===== config.mk =====
export PLATFORM = sky130hd
export DESIGN_NAME = arc_window_compare
export DESIGN_NICKNAME = d
export VERILOG_FILES = /design/src/hdl/arc_pkg.sv /design/src/hdl/arc_compare_unit.sv /design/src/hdl/arc_window_compare.sv
export SDC_FILE = /design/constraint.sdc
export NUM_CORES = 1
export LEC_CHECK = 0
export BUFFER_PORTS_ARGS = -buffer_cell sky130_fd_sc_hd__buf_2
export CORE_AREA = 2 2 135 137
export CTS_CLUSTER_DIAMETER = 30
export CTS_CLUSTER_SIZE = 40
export DETAILED_ROUTE_END_ITERATION = 7
export DIE_AREA = 0 0 137 139
export PLACE_DENSITY_LB_ADDON = 0.15
export SYNTH_ARGS = -nofsm -noshare
export SYNTH_HDL_FRONTEND = slang
export SYNTH_SLANG_ARGS = --single-unit

===== constraint.sdc =====
create_clock -name clk -period 7.2 [get_ports clk]
set_clock_uncertainty 0.2 [all_clocks]
set_input_delay 0 -clock clk [delete_from_list [all_inputs] [get_ports clk]]
set_output_delay 0 -clock clk [all_outputs]
set_load 0.005 [all_outputs]

===== src/hdl/arc_pkg.sv =====
// constants and register layout of the result window compare block
package arc_pkg;

  // ---------------------------------------------------------------
  // sizes
  // ---------------------------------------------------------------
  localparam int NUM_UNITS = 2;
  localparam int THR_W     = 12;
  localparam int LIM_W     = 4;
  localparam int CH_W      = 3;
  localparam int CNT_W     = 5;

  // ---------------------------------------------------------------
  // register byte offsets
  // ---------------------------------------------------------------
  localparam logic [7:0] CMP0_OFS      = 8'h28;
  localparam logic [7:0] CMP1_OFS      = 8'h2C;
  localparam logic [7:0] FLAG_OFS      = 8'h30;
  localparam logic [7:0] IRQ_STAT_OFS  = 8'h34;
  localparam logic [7:0] IRQ_MASK_OFS  = 8'h38;
  localparam logic [7:0] MATCH_CNT_OFS = 8'h3C;

  // ---------------------------------------------------------------
  // compare configuration fields
  // ---------------------------------------------------------------
  localparam int THR_LSB = 16;
  localparam int THR_MSB = 27;
  localparam int LIM_LSB = 8;
  localparam int LIM_MSB = 11;
  localparam int CH_LSB  = 3;
  localparam int CH_MSB  = 5;
  localparam int DIR_BIT = 2;
  localparam int IE_BIT  = 1;
  localparam int EN_BIT  = 0;

  // writable bits of a compare configuration word
  localparam logic [31:0] CFG_WMASK = 32'h0FFF_0F3F;

  // flag register: unit n flag at bit FLAG_LSB + n
  localparam int FLAG_LSB = 1;

  // match count readback: unit n at bits [8n+4:8n]
  localparam int CNT_STRIDE = 8;

  // ---------------------------------------------------------------
  // reset values
  // ---------------------------------------------------------------
  localparam logic [31:0]          CFG_RESET  = 32'h0000_0000;
  localparam logic [NUM_UNITS-1:0] FLAG_RESET = 2'h0;
  localparam logic [NUM_UNITS-1:0] MASK_RESET = 2'h0;

endpackage


===== src/hdl/arc_compare_unit.sv =====
// one compare unit: threshold test, match counter and flag event
`timescale 1ns/1ps
`default_nettype none

module arc_compare_unit
  import arc_pkg::*;
(
  input  wire logic             clk,
  input  wire logic             arst_n,
  input  wire logic             unitEnable,
  input  wire logic             direction,
  input  wire logic [CH_W-1:0]  channelSel,
  input  wire logic [THR_W-1:0] threshold,
  input  wire logic [LIM_W-1:0] matchLimit,
  input  wire logic             formatSigned,
  input  wire logic             resultLoad,
  input  wire logic [CH_W-1:0]  resultChannel,
  input  wire logic [THR_W-1:0] resultData,
  output logic                  flagSet,
  output logic [CNT_W-1:0]      matchCount
);

  // ---------------------------------------------------------------
  // compare
  // ---------------------------------------------------------------
  logic             lessUns;
  logic             lessSig;
  logic             less;
  logic             hit;
  logic             hitNow;
  logic [CNT_W-1:0] cntInc;
  logic [CNT_W-1:0] cntTarget;
  logic             reach;
  logic [CNT_W-1:0] cnt_q;
  logic             flagSet_q;

  // unsigned or two's-complement ordering
  assign lessUns = resultData < threshold;
  assign lessSig = $signed(resultData) < $signed(threshold);
  assign less    = formatSigned ? lessSig : lessUns;
  // below threshold or at/above it
  assign hit     = direction ? !less : less;
  // only the selected channel, only on a result load, only when enabled
  assign hitNow  = unitEnable && resultLoad && hit
                   && (resultChannel == channelSel);

  // ---------------------------------------------------------------
  // match counter
  // ---------------------------------------------------------------
  assign cntInc    = cnt_q + CNT_W'(1);
  assign cntTarget = {1'b0, matchLimit} + CNT_W'(1);
  assign reach     = cntInc == cntTarget;

  // count matches, restart on disable and after the flag event
  always_ff @(posedge clk or negedge arst_n) begin
    if (!arst_n) begin
      cnt_q <= '0;
    end else if (!unitEnable) begin
      cnt_q <= '0;
    end else if (hitNow) begin
      cnt_q <= reach ? '0 : cntInc;
    end
  end

  // one-cycle flag event
  always_ff @(posedge clk or negedge arst_n) begin
    if (!arst_n) begin
      flagSet_q <= 1'b0;
    end else begin
      flagSet_q <= hitNow && reach;
    end
  end

  assign flagSet    = flagSet_q;
  assign matchCount = cnt_q;

endmodule

`default_nettype wire


===== src/hdl/arc_window_compare.sv =====
// result window compare block with its AHB-Lite register slave
//
// Overview of operation
// - two independent units, own config and flag
// - 12-bit threshold held in bits 27:16
// - format select 0: unsigned compare
// - format select 1: two's-complement compare
// - each match increments counter; limit bits 11:8
// - flag set when count reaches limit plus one
// - channel select bits 5:3 picks channel
// - direction 0: match when result below threshold
// - direction 1: match when result at/above threshold
// - flag with irq enable requests interrupt
// - compare only when enabled, on result load
// - flag stays until written with one
//
// Local design decision: the AHB-Lite slave port.
`timescale 1ns/1ps
`default_nettype none

module arc_window_compare
  import arc_pkg::*;
(
  input  wire logic             clk,
  input  wire logic             arst_n,
  // ahb-lite slave
  input  wire logic             hsel,
  input  wire logic [31:0]      haddr,
  input  wire logic [1:0]       htrans,
  input  wire logic             hwrite,
  input  wire logic [2:0]       hsize,
  input  wire logic [31:0]      hwdata,
  input  wire logic             hready,
  output logic [31:0]           hrdata,
  output logic                  hreadyout,
  output logic                  hresp,
  // conversion result path
  input  wire logic             resultLoad,
  input  wire logic [CH_W-1:0]  resultChannel,
  input  wire logic [THR_W-1:0] resultData,
  input  wire logic             resultFormatSelect,
  // requests
  output logic [NUM_UNITS-1:0]  compareIrqReq,
  output logic                  irq
);

  // ---------------------------------------------------------------
  // declarations
  // ---------------------------------------------------------------
  logic [31:0]          cfg_q [NUM_UNITS];
  logic [NUM_UNITS-1:0] compareFlag_q;
  logic [NUM_UNITS-1:0] irqStat_q;
  logic [NUM_UNITS-1:0] irqMask_q;
  logic [NUM_UNITS-1:0] flagSet;
  logic [CNT_W-1:0]     matchCount [NUM_UNITS];

  // configuration fields of each unit
  logic [NUM_UNITS-1:0] unitEn;
  logic [NUM_UNITS-1:0] unitIrqEn;
  logic [NUM_UNITS-1:0] unitDir;
  logic [CH_W-1:0]      unitCh [NUM_UNITS];
  logic [THR_W-1:0]     unitThr [NUM_UNITS];
  logic [LIM_W-1:0]     unitLim [NUM_UNITS];

  logic                 addrPhase;
  logic                 wrPend_q;
  logic [7:0]           wrAddr_q;
  logic [7:0]           rdAddr;
  logic                 rdAccept;
  logic [31:0]          rdData_d;
  logic [31:0]          hrdata_q;

  logic                 wrStrobe;
  logic                 wrCfg0;
  logic                 wrCfg1;
  logic                 wrFlag;
  logic                 wrMask;
  logic                 rdIrqStat;
  logic [NUM_UNITS-1:0] flagClr;
  logic [NUM_UNITS-1:0] irqStatClr;
  logic [31:0]          flagWord;
  logic [31:0]          cntWord;
  logic [31:0]          statWord;
  logic [31:0]          maskWord;

  // ---------------------------------------------------------------
  // bus address phase
  // ---------------------------------------------------------------
  // a transfer is taken when selected, nonseq/seq and the bus is ready
  assign addrPhase = hsel && htrans[1] && hready;
  assign rdAccept  = addrPhase && !hwrite;
  assign rdAddr    = haddr[7:0];

  // ---------------------------------------------------------------
  // bus response
  // ---------------------------------------------------------------
  // every transfer completes with no wait and an OKAY response
  assign hreadyout = 1'b1;
  assign hresp     = 1'b0;

  // ---------------------------------------------------------------
  // write data phase
  // ---------------------------------------------------------------
  // a write data phase follows its address phase
  always_ff @(posedge clk or negedge arst_n) begin
    if (!arst_n) begin
      wrPend_q <= 1'b0;
    end else if (hready) begin
      wrPend_q <= addrPhase && hwrite;
    end
  end

  // hold a write address for its data phase
  always_ff @(posedge clk or negedge arst_n) begin
    if (!arst_n) begin
      wrAddr_q <= 8'h00;
    end else if (addrPhase && hwrite) begin
      wrAddr_q <= haddr[7:0];
    end
  end

  // write data is taken when the data phase ends
  assign wrStrobe = wrPend_q && hready;

  // ---------------------------------------------------------------
  // write decode
  // ---------------------------------------------------------------
  // one strobe per writable offset
  always_comb begin
    wrCfg0 = 1'b0;
    wrCfg1 = 1'b0;
    wrFlag = 1'b0;
    wrMask = 1'b0;
    if (wrStrobe) begin
      case (wrAddr_q)
        CMP0_OFS: begin
          wrCfg0 = 1'b1;
        end
        CMP1_OFS: begin
          wrCfg1 = 1'b1;
        end
        FLAG_OFS: begin
          wrFlag = 1'b1;
        end
        IRQ_MASK_OFS: begin
          wrMask = 1'b1;
        end
        default: begin
          wrMask = 1'b0;
        end
      endcase
    end
  end

  // a read of the interrupt status word clears it
  assign rdIrqStat = rdAccept && (rdAddr == IRQ_STAT_OFS);

  // ---------------------------------------------------------------
  // compare configuration registers
  // ---------------------------------------------------------------
  // unit 0 configuration
  always_ff @(posedge clk or negedge arst_n) begin
    if (!arst_n) begin
      cfg_q[0] <= CFG_RESET;
    end else if (wrCfg0) begin
      cfg_q[0] <= hwdata & CFG_WMASK;
    end
  end

  // unit 1 configuration
  always_ff @(posedge clk or negedge arst_n) begin
    if (!arst_n) begin
      cfg_q[1] <= CFG_RESET;
    end else if (wrCfg1) begin
      cfg_q[1] <= hwdata & CFG_WMASK;
    end
  end

  // interrupt mask
  always_ff @(posedge clk or negedge arst_n) begin
    if (!arst_n) begin
      irqMask_q <= MASK_RESET;
    end else if (wrMask) begin
      irqMask_q <= hwdata[NUM_UNITS-1:0];
    end
  end

  // ---------------------------------------------------------------
  // compare units
  // ---------------------------------------------------------------
  genvar u;
  generate
    for (u = 0; u < NUM_UNITS; u++) begin : gUnit
      // configuration fields of this unit
      assign unitEn[u]    = cfg_q[u][EN_BIT];
      assign unitIrqEn[u] = cfg_q[u][IE_BIT];
      assign unitDir[u]   = cfg_q[u][DIR_BIT];
      assign unitCh[u]    = cfg_q[u][CH_MSB:CH_LSB];
      assign unitThr[u]   = cfg_q[u][THR_MSB:THR_LSB];
      assign unitLim[u]   = cfg_q[u][LIM_MSB:LIM_LSB];

      // each unit sees only its own configuration word
      arc_compare_unit uUnit (
        .clk           (clk),
        .arst_n        (arst_n),
        .unitEnable    (unitEn[u]),
        .direction     (unitDir[u]),
        .channelSel    (unitCh[u]),
        .threshold     (unitThr[u]),
        .matchLimit    (unitLim[u]),
        .formatSigned  (resultFormatSelect),
        .resultLoad    (resultLoad),
        .resultChannel (resultChannel),
        .resultData    (resultData),
        .flagSet       (flagSet[u]),
        .matchCount    (matchCount[u])
      );

      // write one clears the flag, zero leaves it
      assign flagClr[u] = wrFlag && hwdata[FLAG_LSB+u];

      // a read of the status word clears every unit's bit
      assign irqStatClr[u] = rdIrqStat;

      // per-unit request: flag while its interrupt enable is set
      assign compareIrqReq[u] = compareFlag_q[u] && unitIrqEn[u];
    end
  endgenerate

  // ---------------------------------------------------------------
  // compare flags
  // ---------------------------------------------------------------
  // sticky until cleared; a new event beats a clear in the same cycle
  always_ff @(posedge clk or negedge arst_n) begin
    if (!arst_n) begin
      compareFlag_q <= FLAG_RESET;
    end else begin
      compareFlag_q <= flagSet | (compareFlag_q & ~flagClr);
    end
  end

  // ---------------------------------------------------------------
  // interrupt status
  // ---------------------------------------------------------------
  // events that request an interrupt, cleared by reading the word
  always_ff @(posedge clk or negedge arst_n) begin
    if (!arst_n) begin
      irqStat_q <= FLAG_RESET;
    end else begin
      irqStat_q <= (flagSet & unitIrqEn) | (irqStat_q & ~irqStatClr);
    end
  end

  // ---------------------------------------------------------------
  // interrupt output
  // ---------------------------------------------------------------
  // one level output for all unmasked status bits
  assign irq = |(irqStat_q & irqMask_q);

  // ---------------------------------------------------------------
  // read data
  // ---------------------------------------------------------------
  // flag word with unit n at bit FLAG_LSB + n, unused bits zero
  always_comb begin
    flagWord = 32'h0000_0000;
    flagWord[FLAG_LSB +: NUM_UNITS] = compareFlag_q;
  end

  // live match counters, one byte lane per unit
  always_comb begin
    cntWord = 32'h0000_0000;
    for (int i = 0; i < NUM_UNITS; i++) begin
      cntWord[i*CNT_STRIDE +: CNT_W] = matchCount[i];
    end
  end

  // interrupt status word, unused bits zero
  always_comb begin
    statWord = 32'h0000_0000;
    statWord[NUM_UNITS-1:0] = irqStat_q;
  end

  // interrupt mask word, unused bits zero
  always_comb begin
    maskWord = 32'h0000_0000;
    maskWord[NUM_UNITS-1:0] = irqMask_q;
  end

  // read mux; unmapped offsets read zero
  always_comb begin
    case (rdAddr)
      CMP0_OFS: begin
        rdData_d = cfg_q[0];
      end
      CMP1_OFS: begin
        rdData_d = cfg_q[1];
      end
      FLAG_OFS: begin
        rdData_d = flagWord;
      end
      IRQ_STAT_OFS: begin
        rdData_d = statWord;
      end
      IRQ_MASK_OFS: begin
        rdData_d = maskWord;
      end
      MATCH_CNT_OFS: begin
        rdData_d = cntWord;
      end
      default: begin
        rdData_d = 32'h0000_0000;
      end
    endcase
  end

  // ---------------------------------------------------------------
  // read data register
  // ---------------------------------------------------------------
  // read data registered at the address phase, stands in the data phase
  always_ff @(posedge clk or negedge arst_n) begin
    if (!arst_n) begin
      hrdata_q <= 32'h0000_0000;
    end else if (rdAccept) begin
      hrdata_q <= rdData_d;
    end
  end

  assign hrdata = hrdata_q;

  // ---------------------------------------------------------------
  // unused bus inputs
  // ---------------------------------------------------------------
  // hsize is accepted as a word in every case
  logic unusedSize;
  assign unusedSize = ^{hsize, haddr[31:8]};

endmodule

`default_nettype wire


-- After elaboration in Yosys (flattened, before gate mapping)
Index checks and enable logic that the tools add are counted.
- eq/ne operators: 16
- magnitude comparators: 4
- reduce and logical (&&, ||, !) cells: 22
- bitwise gates (word level): 8
- add/sub/neg operators: 4
- muxes and demuxes: 19
- operator list (cell ; count):
    one-hot mux 28 bit (6 select lines) ; 1
    equality test 8 x 6 -> 1 bit, second input constant ; 10
    < comparator 12 bit ; 4
    2-to-1 mux 5 bit ; 6
    logical AND 1 bit ; 18
    2-to-1 mux 1 bit ; 12
    adder 4 x 1 -> 5 bit, second input constant ; 2
    adder 5 x 1 -> 5 bit, second input constant ; 2
    equality test 5 bit ; 2
    AND 2 bit ; 4
    equality test 3 bit ; 2
    inequality test 2 x 1 -> 1 bit, second input constant ; 2
    inverter 2 bit ; 2
    bitwise OR 2 bit ; 2
    logical NOT 1 bit ; 3
    OR reduction 2 bit ; 1
- flip-flop bits (word level): 103

-- Logic depth before layout (Yosys ltp)
Gate-level depths: netlist (run 1).
- depth after elaboration: 8
- mapped depth: 10

-- By module
Synthesis (run 1) repeated with hierarchy kept, for this count alone.
- cells, all modules: 477
- area total of the unflattened synthesis: 5333.9 µm²
- modules (own cells, without submodules) (module ; instances ; cells an instance ; area an instance (µm²)):
    arc_window_compare ; 1 ; 289 ; 3642.2
    arc_compare_unit ; 2 ; 94 ; 845.8

-- Worst setup path before layout (run 1)
OpenSTA, ideal clock, no wires.
- kind: reg-to-reg
- from: reg gUnit[0].uUnit.cnt_q[0]
- to: reg gUnit[0].uUnit.cnt_q[2]
- arrival time: 2.152 ns
- path buffers: 0
- data required time: 6.880 ns
- path slack: 4.728 ns
- period minus slack after synthesis: 2.472 ns
- cell stages (with the launch flop): 8
- cell sequence: dfrtp_1 -> ha_1 -> nand3_1 -> xor2_1 -> or3_4 -> a2111oi_4 -> and4bb_1 -> a31o_1
- cells in the longest elaborated chain, start to end: 5
- ends and longest elaborated chain (element ; line ; RTL):
    from (decl) ; arc_compare_unit.sv:34 ; logic [CNT_W-1:0] cnt_q;
    from (signal assigned) ; arc_compare_unit.sv:61 ; cnt_q <= reach ? '0 : cntInc;
    adder 5 x 1 -> 5 bit (*) ; arc_compare_unit.sv:50 ; assign cntInc = cnt_q + CNT_W'(1);
    equality test 5 bit ; arc_compare_unit.sv:52 ; assign reach = cntInc == cntTarget;
    2-to-1 mux 5 bit (*) ; arc_compare_unit.sv:61 ;
    2-to-1 mux 5 bit (*) ; arc_compare_unit.sv:60 ; end else if (hitNow) begin
    2-to-1 mux 5 bit (*) ; arc_compare_unit.sv:58 ; end else if (!unitEnable) begin
Every way passes the cells marked *; elsewhere a longest branch is shown, timed or not. The select of a mux whose other input is x is not followed.
A chain may end at the register's enable or synchronous reset.

-- Final worst setup path (run 1)
- from: in haddr[7]
- to: reg hrdata_q[0], in the netlist hrdata[0]
- cells in the longest elaborated chain, start to end: 2
- elaborated cells on any way between the ends: 7
- classes of those cells: eq/ne (6); mux (1)
- ends and longest elaborated chain (element ; line ; RTL):
    from (decl) ; arc_window_compare.sv:28 ; input wire logic [31:0] haddr,
    equality test 8 x 6 -> 1 bit ; arc_window_compare.sv:291 ; case (rdAddr)
    one-hot mux 28 bit (6 select lines) (*) ; arc_window_compare.sv:291 ;
    to (signal assigned) ; arc_window_compare.sv:324 ; hrdata_q <= rdData_d;
    to (decl) ; arc_window_compare.sv:71 ; logic [31:0] hrdata_q;
Every way passes the cells marked *; elsewhere a longest branch is shown, timed or not.

==> results of run 1 <==
-- kinds of logic (layout without fill, tap and decap cells) --
logic type	after synthesis	in the layout
adders and majority gates	26	26
buffers and inverters	59	156
DFF	94	94
xor gates and xnor gates	26	26
and+or+nand+nor	127	127
other	2	12
muxes	68	68
AOI/OAI and AO/OA	86	86
-- cell usage in the layout (no fill, tap or decap), types with 6 or more instances in the layout --
cell / n
o31ai_1: 13
nand3_1: 15
nand2_1: 53
nor3_1: 6
ha_1: 26
nand2b_1: 6
mux2_2: 43
clkbuf_16: 9
conb_1: 11
xnor2_1: 12
inv_1: 27
o21ai_0: 28
mux2i_1: 23
nor2_1: 16
dfrtp_1: 94
xor2_1: 14
a21oi_1: 17
buf_2: 77
dlygate4sd3_1: 31
-- worst max-delay path by stage --
stage | startpoint | endpoint | cells after the start
final | haddr[7] | hrdata[0] | 8
after global routing | haddr[7] | hrdata[0] | 8
after CTS | haddr[7] | hrdata[0] | 8
after detailed placement | haddr[7] | hrdata[0] | 7
after global placement | cfg_q[59] | gUnit[0].uUnit.matchCount[2] | 7
after floorplan | gUnit[0].uUnit.matchCount[0] | gUnit[0].uUnit.matchCount[2] | 7
-- timing repair --
action                                 CTS  global route
hold buffers                            31             0
buffers inserted                         0             0
endpoints found under the hold margin  100             0
-- report_power, final --
part / internal (W) / switching, W
Sequential: 0.000549 / 0.0000181
Combinational: 0.0000632 / 0.0000640
Clock: 0.000299 / 0.000209
-- flip-flops by register name, summed over array words and instances, names as in the netlist --
signal and count:
irqStat_q 2, hrdata 23, wrAddr_q 8, cfg_q 44
compareFlag_q 2, gUnit.uUnit.matchCount 10, irqMask_q 2, gUnit.uUnit.flagSet 2
wrPend_q 1
-- per-stage QoR --
step	cell area, µm²	utilization, %	instances
floorplan	5214	-	497
global placement	5739	32.50	776
detailed placement	5739	32.50	776
CTS	6370	36.08	823
global route	6370	36.08	823
finish	6372	36.09	824
-- critical path, stage by stage --
cell and delay (ns):
dlygate4sd3_1 0.53, buf_2 0.13, or4b_4 0.54, nor3_2 0.31, nand2_1 0.73, o21ai_0 0.40
a22oi_1 0.15, o21ai_0 0.19
-- cell type report --
type / instances / area [µm²] / share of cell area, %
inverters: 27 / 101.3 / 1.590
flip-flops and latches: 94 / 2352 / 36.91
diodes: 1 / 2.502 / 0.03927
repair buffers: 113 / 733.2 / 11.51
clock inverters: 4 / 53.80 / 0.8443
multi-input cells: 344 / 2576 / 40.43
clock buffers: 12 / 266.5 / 4.182
well taps: 229 / 286.5 / 4.496
-- metal layers --
| metal | routed length, µm | vias up |
|---|---|---|
| met5 | 13 | - |
| met4 | 203 | 2 |
| met3 | 574 | 15 |
| met2 | 6207 | 75 |
| met1 | 5962 | 1848 |
| li1 | - | 1896 |
==> results.json, run 1 <==
{
  "synthXorXnorAreaFrac_pct": 4.396,
  "hold_class": "in2async",
  "hold_ws_ns": -0.02163,
  "post-route-drc-count": 0,
  "worstMarginPinSlew_ns": 1.077,
  "hold_viol": 14,
  "synth_edf_count": 0,
  "cts-root-buf": "clkbuf_16",
  "cap_violations": 0,
  "finalWorstPathRequiredPeriod_ns": 2.916,
  "critPathArrivalTime_ns": 2.98,
  "cts_tree": "yes",
  "rsz0062_at_grt": "no",
  "clk_latency_ns": 0.34,
  "fmax_mhz": 343.0,
  "ir_worst_vdd_uv": 98.64,
  "place_ws_ns": 4.453,
  "async_reset_ff_share_pct": 100.0,
  "initialDrtViolationCount": 180,
  "met2_usage_pct": 23.49,
  "grt_pass1_vias": 4100,
  "power.density_nw_per_um2": 188.7,
  "reg2reg_depth": 7,
  "vias": 3836,
  "grt_max_degree": 56,
  "yosys-top-cells-area": "dfrtp_1, mux2_2, ha_1",
  "htree_levels": 3,
  "cts_buffers": 9,
  "p_leak_nw": 3.054,
  "rrSetupSlack_ns": 4.48,
  "startpoint_type": "input port",
  "port_buffers": 78,
  "reg2reg_from": "cfg_q[59]",
  "min_period_over_period_pct": 40.50,
  "synth_ff_type": "dfrtp_1",
  "muxShareOfSynthArea_pct": 14.49,
  "ant_nets": 0,
  "nFillCells": 1805,
  "cp-end-kind": "register",
  "synth_top_family_by_area": "multiplexers",
  "yosysMostFrequentCell": "dfrtp_1",
  "crit_path_max_fanout": 21,
  "track_usage_pct": 14.25,
  "dp_hpwl_um": 9164,
  "cts.reportedPaths.clkPinSlew_ns": 0.07,
  "synth-simple-area-share_pct": 12.75,
  "routabilityCongestion": 0.7685,
  "synth_compound_area_share_pct": 11.01,
  "worst_ep_required_time_ns": 7.27,
  "synth_common_cells": "dfrtp_1, nand2_1, mux2_2",
  "fp-row-count": 49,
  "cts_resized": 0,
  "antenna_found_initial": 2,
  "syn_inst": 488,
  "use_met1_pct": 18.26,
  "busiest_layer": "met2",
  "mappedNetlistArea_um2": 5180,
  "core-area_um2": 17660,
  "total_power_w": 0.001202,
  "ios": 128,
  "violations": "negative hold slack",
  "worst_slack_ns": 4.284,
  "firstDrtPassIters": 4,
  "initial_core_util_pct": 29.34,
  "die_width_um": 137,
  "synth_fa_ha_area_share_pct": 6.280,
  "cts.path.max_buffers": 2,
  "synth_seq_cells": 94,
  "yosysTopAreaCell": "dfrtp_1",
  "gr-total-overflow": 0,
  "viasPerCell": 4.655,
  "area_growth_pct": 23.02,
  "syn_area_per_cell_um2": 10.61,
  "drive_gt1_share_pct": 25.93,
  "setup_violations": 0,
  "fin_tns_setup_ns": 0,
  "synth.top_cell.area_share_pct": 45.41,
  "path_class": "in2reg",
  "wl_per_cell_um": 15.73,
  "r2r-end": "gUnit[0].uUnit.matchCount[2]",
  "report.final.slew_viol_count": 0,
  "yosysSeqAreaShare_pct": 45.41,
  "wirelength_um": 12960,
  "clock-sinks": 94,
  "die-area_um2": 19040,
  "yosys_warnings": 0,
  "die_y_um": 139,
  "synth_cell_types": 59,
  "status": "finished with violations",
  "nets": 706,
  "grtUsageMet3_pct": 3.289,
  "maxSlewHeadroom_pct": 28.05,
  "grt_pass1_wl_um": 21050
}
Power figures use the tool's default switching activity.
==> inputs of run 2 (changes only) <==
==> constraint.sdc (replaced) <==
create_clock -name clk -period 3 [get_ports clk]
set_clock_uncertainty 0.2 [all_clocks]
set_input_delay 0 -clock clk [delete_from_list [all_inputs] [get_ports clk]]
set_output_delay 0 -clock clk [all_outputs]
set_load 0.005 [all_outputs]
==> run 2 against run 1 <==
Compared with the run above: the flow now finishes without violations; flip-flop and latch count is the same; wire length is 0.28% higher; worst setup slack worse by 4.1 ns; die area unchanged; register-to-register slack worse by 4.2 ns; worst hold slack better by 0.11 ns; sequential power increased by 140%; sequential share of layout area fell by 0.094 points; global-route usage increased by 0.25 points; design area grew 0.26%; critical path depth shrank 1; via count grew 1.8%; highest routed layer unchanged.
==> results.json, run 2 (same netlist as run 1, synthesis figures left out) <==
{
  "status": "complete, no violations",
  "fp-row-count": 49,
  "maxSlewHeadroom_pct": 39.97,
  "fmax_mhz": 358.5,
  "power.density_nw_per_um2": 444.0,
  "nFillCells": 1799,
  "clk_latency_ns": 0.34,
  "initialDrtViolationCount": 178,
  "dp_hpwl_um": 9490,
  "reg2reg_from": "gUnit[0].uUnit.matchCount[0]",
  "grt_max_degree": 61,
  "crit_path_cell_trace": "dlygate4sd3_1, buf_2, or4b_4, nor3_2, nand2_1, buf_4, o31ai_1",
  "gr-total-overflow": 0,
  "largest_register": "cfg_q",
  "cts.reportedPaths.clkPinSlew_ns": 0.07,
  "die_width_um": 137,
  "max_stage_delay_ns": 0.63,
  "ant_nets": 0,
  "place_ws_ns": 0.2826,
  "cp-end-kind": "register",
  "setup_violations": 0,
  "cap_violations": 0,
  "hold_class": "in2async",
  "wl_per_cell_um": 15.70,
  "die-area_um2": 19040,
  "critPathArrivalTime_ns": 2.83,
  "cts_tree": "yes",
  "fin_tns_setup_ns": 0,
  "nets": 711,
  "layout_commonest_cell": "dfrtp_1",
  "finalWorstPathRequiredPeriod_ns": 2.790,
  "cts-root-buf": "clkbuf_16",
  "routabilityCongestion": 0.7688,
  "wirelength_um": 13000,
  "track_usage_pct": 14.51,
  "port_buffers": 78,
  "grt_pass1_vias": 4101,
  "worst_ep_required_time_ns": 3.04,
  "initial_core_util_pct": 29.34,
  "post-route-drc-count": 0,
  "final_cell_mix": "dfrtp_1, buf_2, nand2_1, mux2_2, dlygate4sd3_1",
  "core-area_um2": 17660,
  "largest_reg_flops": 44,
  "cp_slowest_cell": "nand2_1",
  "htree_levels": 3,
  "path_delay_family": "simple AND/OR/NAND/NOR gates",
  "cts_buffers": 9,
  "viasPerCell": 4.717,
  "grt_pass1_wl_um": 21360,
  "firstDrtPassIters": 4,
  "drive_gt1_share_pct": 26.38,
  "rsz0062_at_grt": "no",
  "cts.path.max_buffers": 2,
  "postCtsSetupBuffers": 0,
  "hold_viol": 0,
  "startpoint_type": "input port",
  "min_period_over_period_pct": 92.99,
  "crit_path_max_fanout": 15,
  "vias": 3906,
  "final_util_pct": 36.18,
  "ios": 128,
  "report.final.slew_viol_count": 0,
  "critPathLaunch": "haddr[7]",
  "multi_input_area_um2": 2576,
  "worstPathBufferInverterCount": 3,
  "die_y_um": 139,
  "worst_slack_ns": 0.2103,
  "worstMarginPinSlew_ns": 0.8983,
  "ir_worst_vdd_uv": 225.1,
  "p_leak_nw": 3.080,
  "antenna_found_initial": 2,
  "path_class": "in2reg",
  "diodes": 0,
  "clock-sinks": 94,
  "regArea_um2": 2352,
  "area_growth_pct": 23.33
}
-- run 2: changes by cell type in the layout (fill, tap and decap cells not counted) --
cell	delta
buf_4	+5
clkbuf_1	+1
clkbuf_8	-1
clkinv_2	+3
clkinv_4	-1
clkinvlp_4	-2
diode_2	-1
-- run 2: worst reg2reg max path: cells and delay by family, from the launching register on --
family,cells,cell delay (ns)
DFF,1,0.48
AOI/OAI and AO/OA,2,0.68
xor gates and xnor gates,1,0.18
and+or+nand+nor,3,0.78
adders and majority gates,1,0.31
-- run 2: path summary, 6_finish.rpt --
path / endpoint / slack, ns / depth (start not counted)
max in group asynchronous: wrAddr_q[0] / 1.75 / 3
worst min-delay path: hrdata[11] / 0.09 / 2
worst max register to register: gUnit[0].uUnit.matchCount[2] / 0.27 / 7
worst min register to register: hrdata[10] / 0.27 / 2
worst max-delay path: hrdata[21] / 0.21 / 7
min in group clk: wrPend_q / 0.09 / 3
-- run 2: timing repair --
item,CTS,global route
gates resized for setup,0,0
hold buffers,31,0
setup endpoints to repair,0,0
hold endpoints to repair,119,0
-- run 2: area by class of cell --
| type | instances | share of cell area [%] |
|---|---|---|
| Multi-Input combinational cell | 344 | 40.33 |
| Sequential cell | 94 | 36.82 |
| Timing Repair Buffer | 118 | 12.06 |
| Tap cell | 229 | 4.485 |
| Clock buffer | 12 | 4.015 |
| Inverter | 27 | 1.586 |
| Clock inverter | 4 | 0.7051 |
-- run 2: power by group --
group	switching (W)	leakage [nW]	internal [W]
sequential	0.0000437	1.24	0.00132
combinational	0.000155	1.69	0.000153
clock	0.000478	0.152	0.000688
total	0.000677	3.08	0.00216
-- run 2: layer usage --
layer | global-route usage [%] | vias up | wire (µm)
li1 | - | 1912 | -
met1 | 19.08 | 1897 | 6008
met2 | 23.04 | 75 | 6150
met3 | 3.326 | 20 | 561
met4 | 5.643 | 2 | 271
met5 | 0 | - | 7
-- run 2: stage by stage --
step           area, µm²  hold WS, ns  instances  power [W]
6_report            6389      0.08687        828   0.002837
3_3_place_gp        5777     -0.07281        781   0.001659
3_5_place_dp        5777     -0.05388        781   0.001668
4_1_cts             6389      0.08182        828   0.002890
2_1_floorplan       5214      -0.4956        497   0.001549
5_1_grt             6389       0.1406        828   0.002993
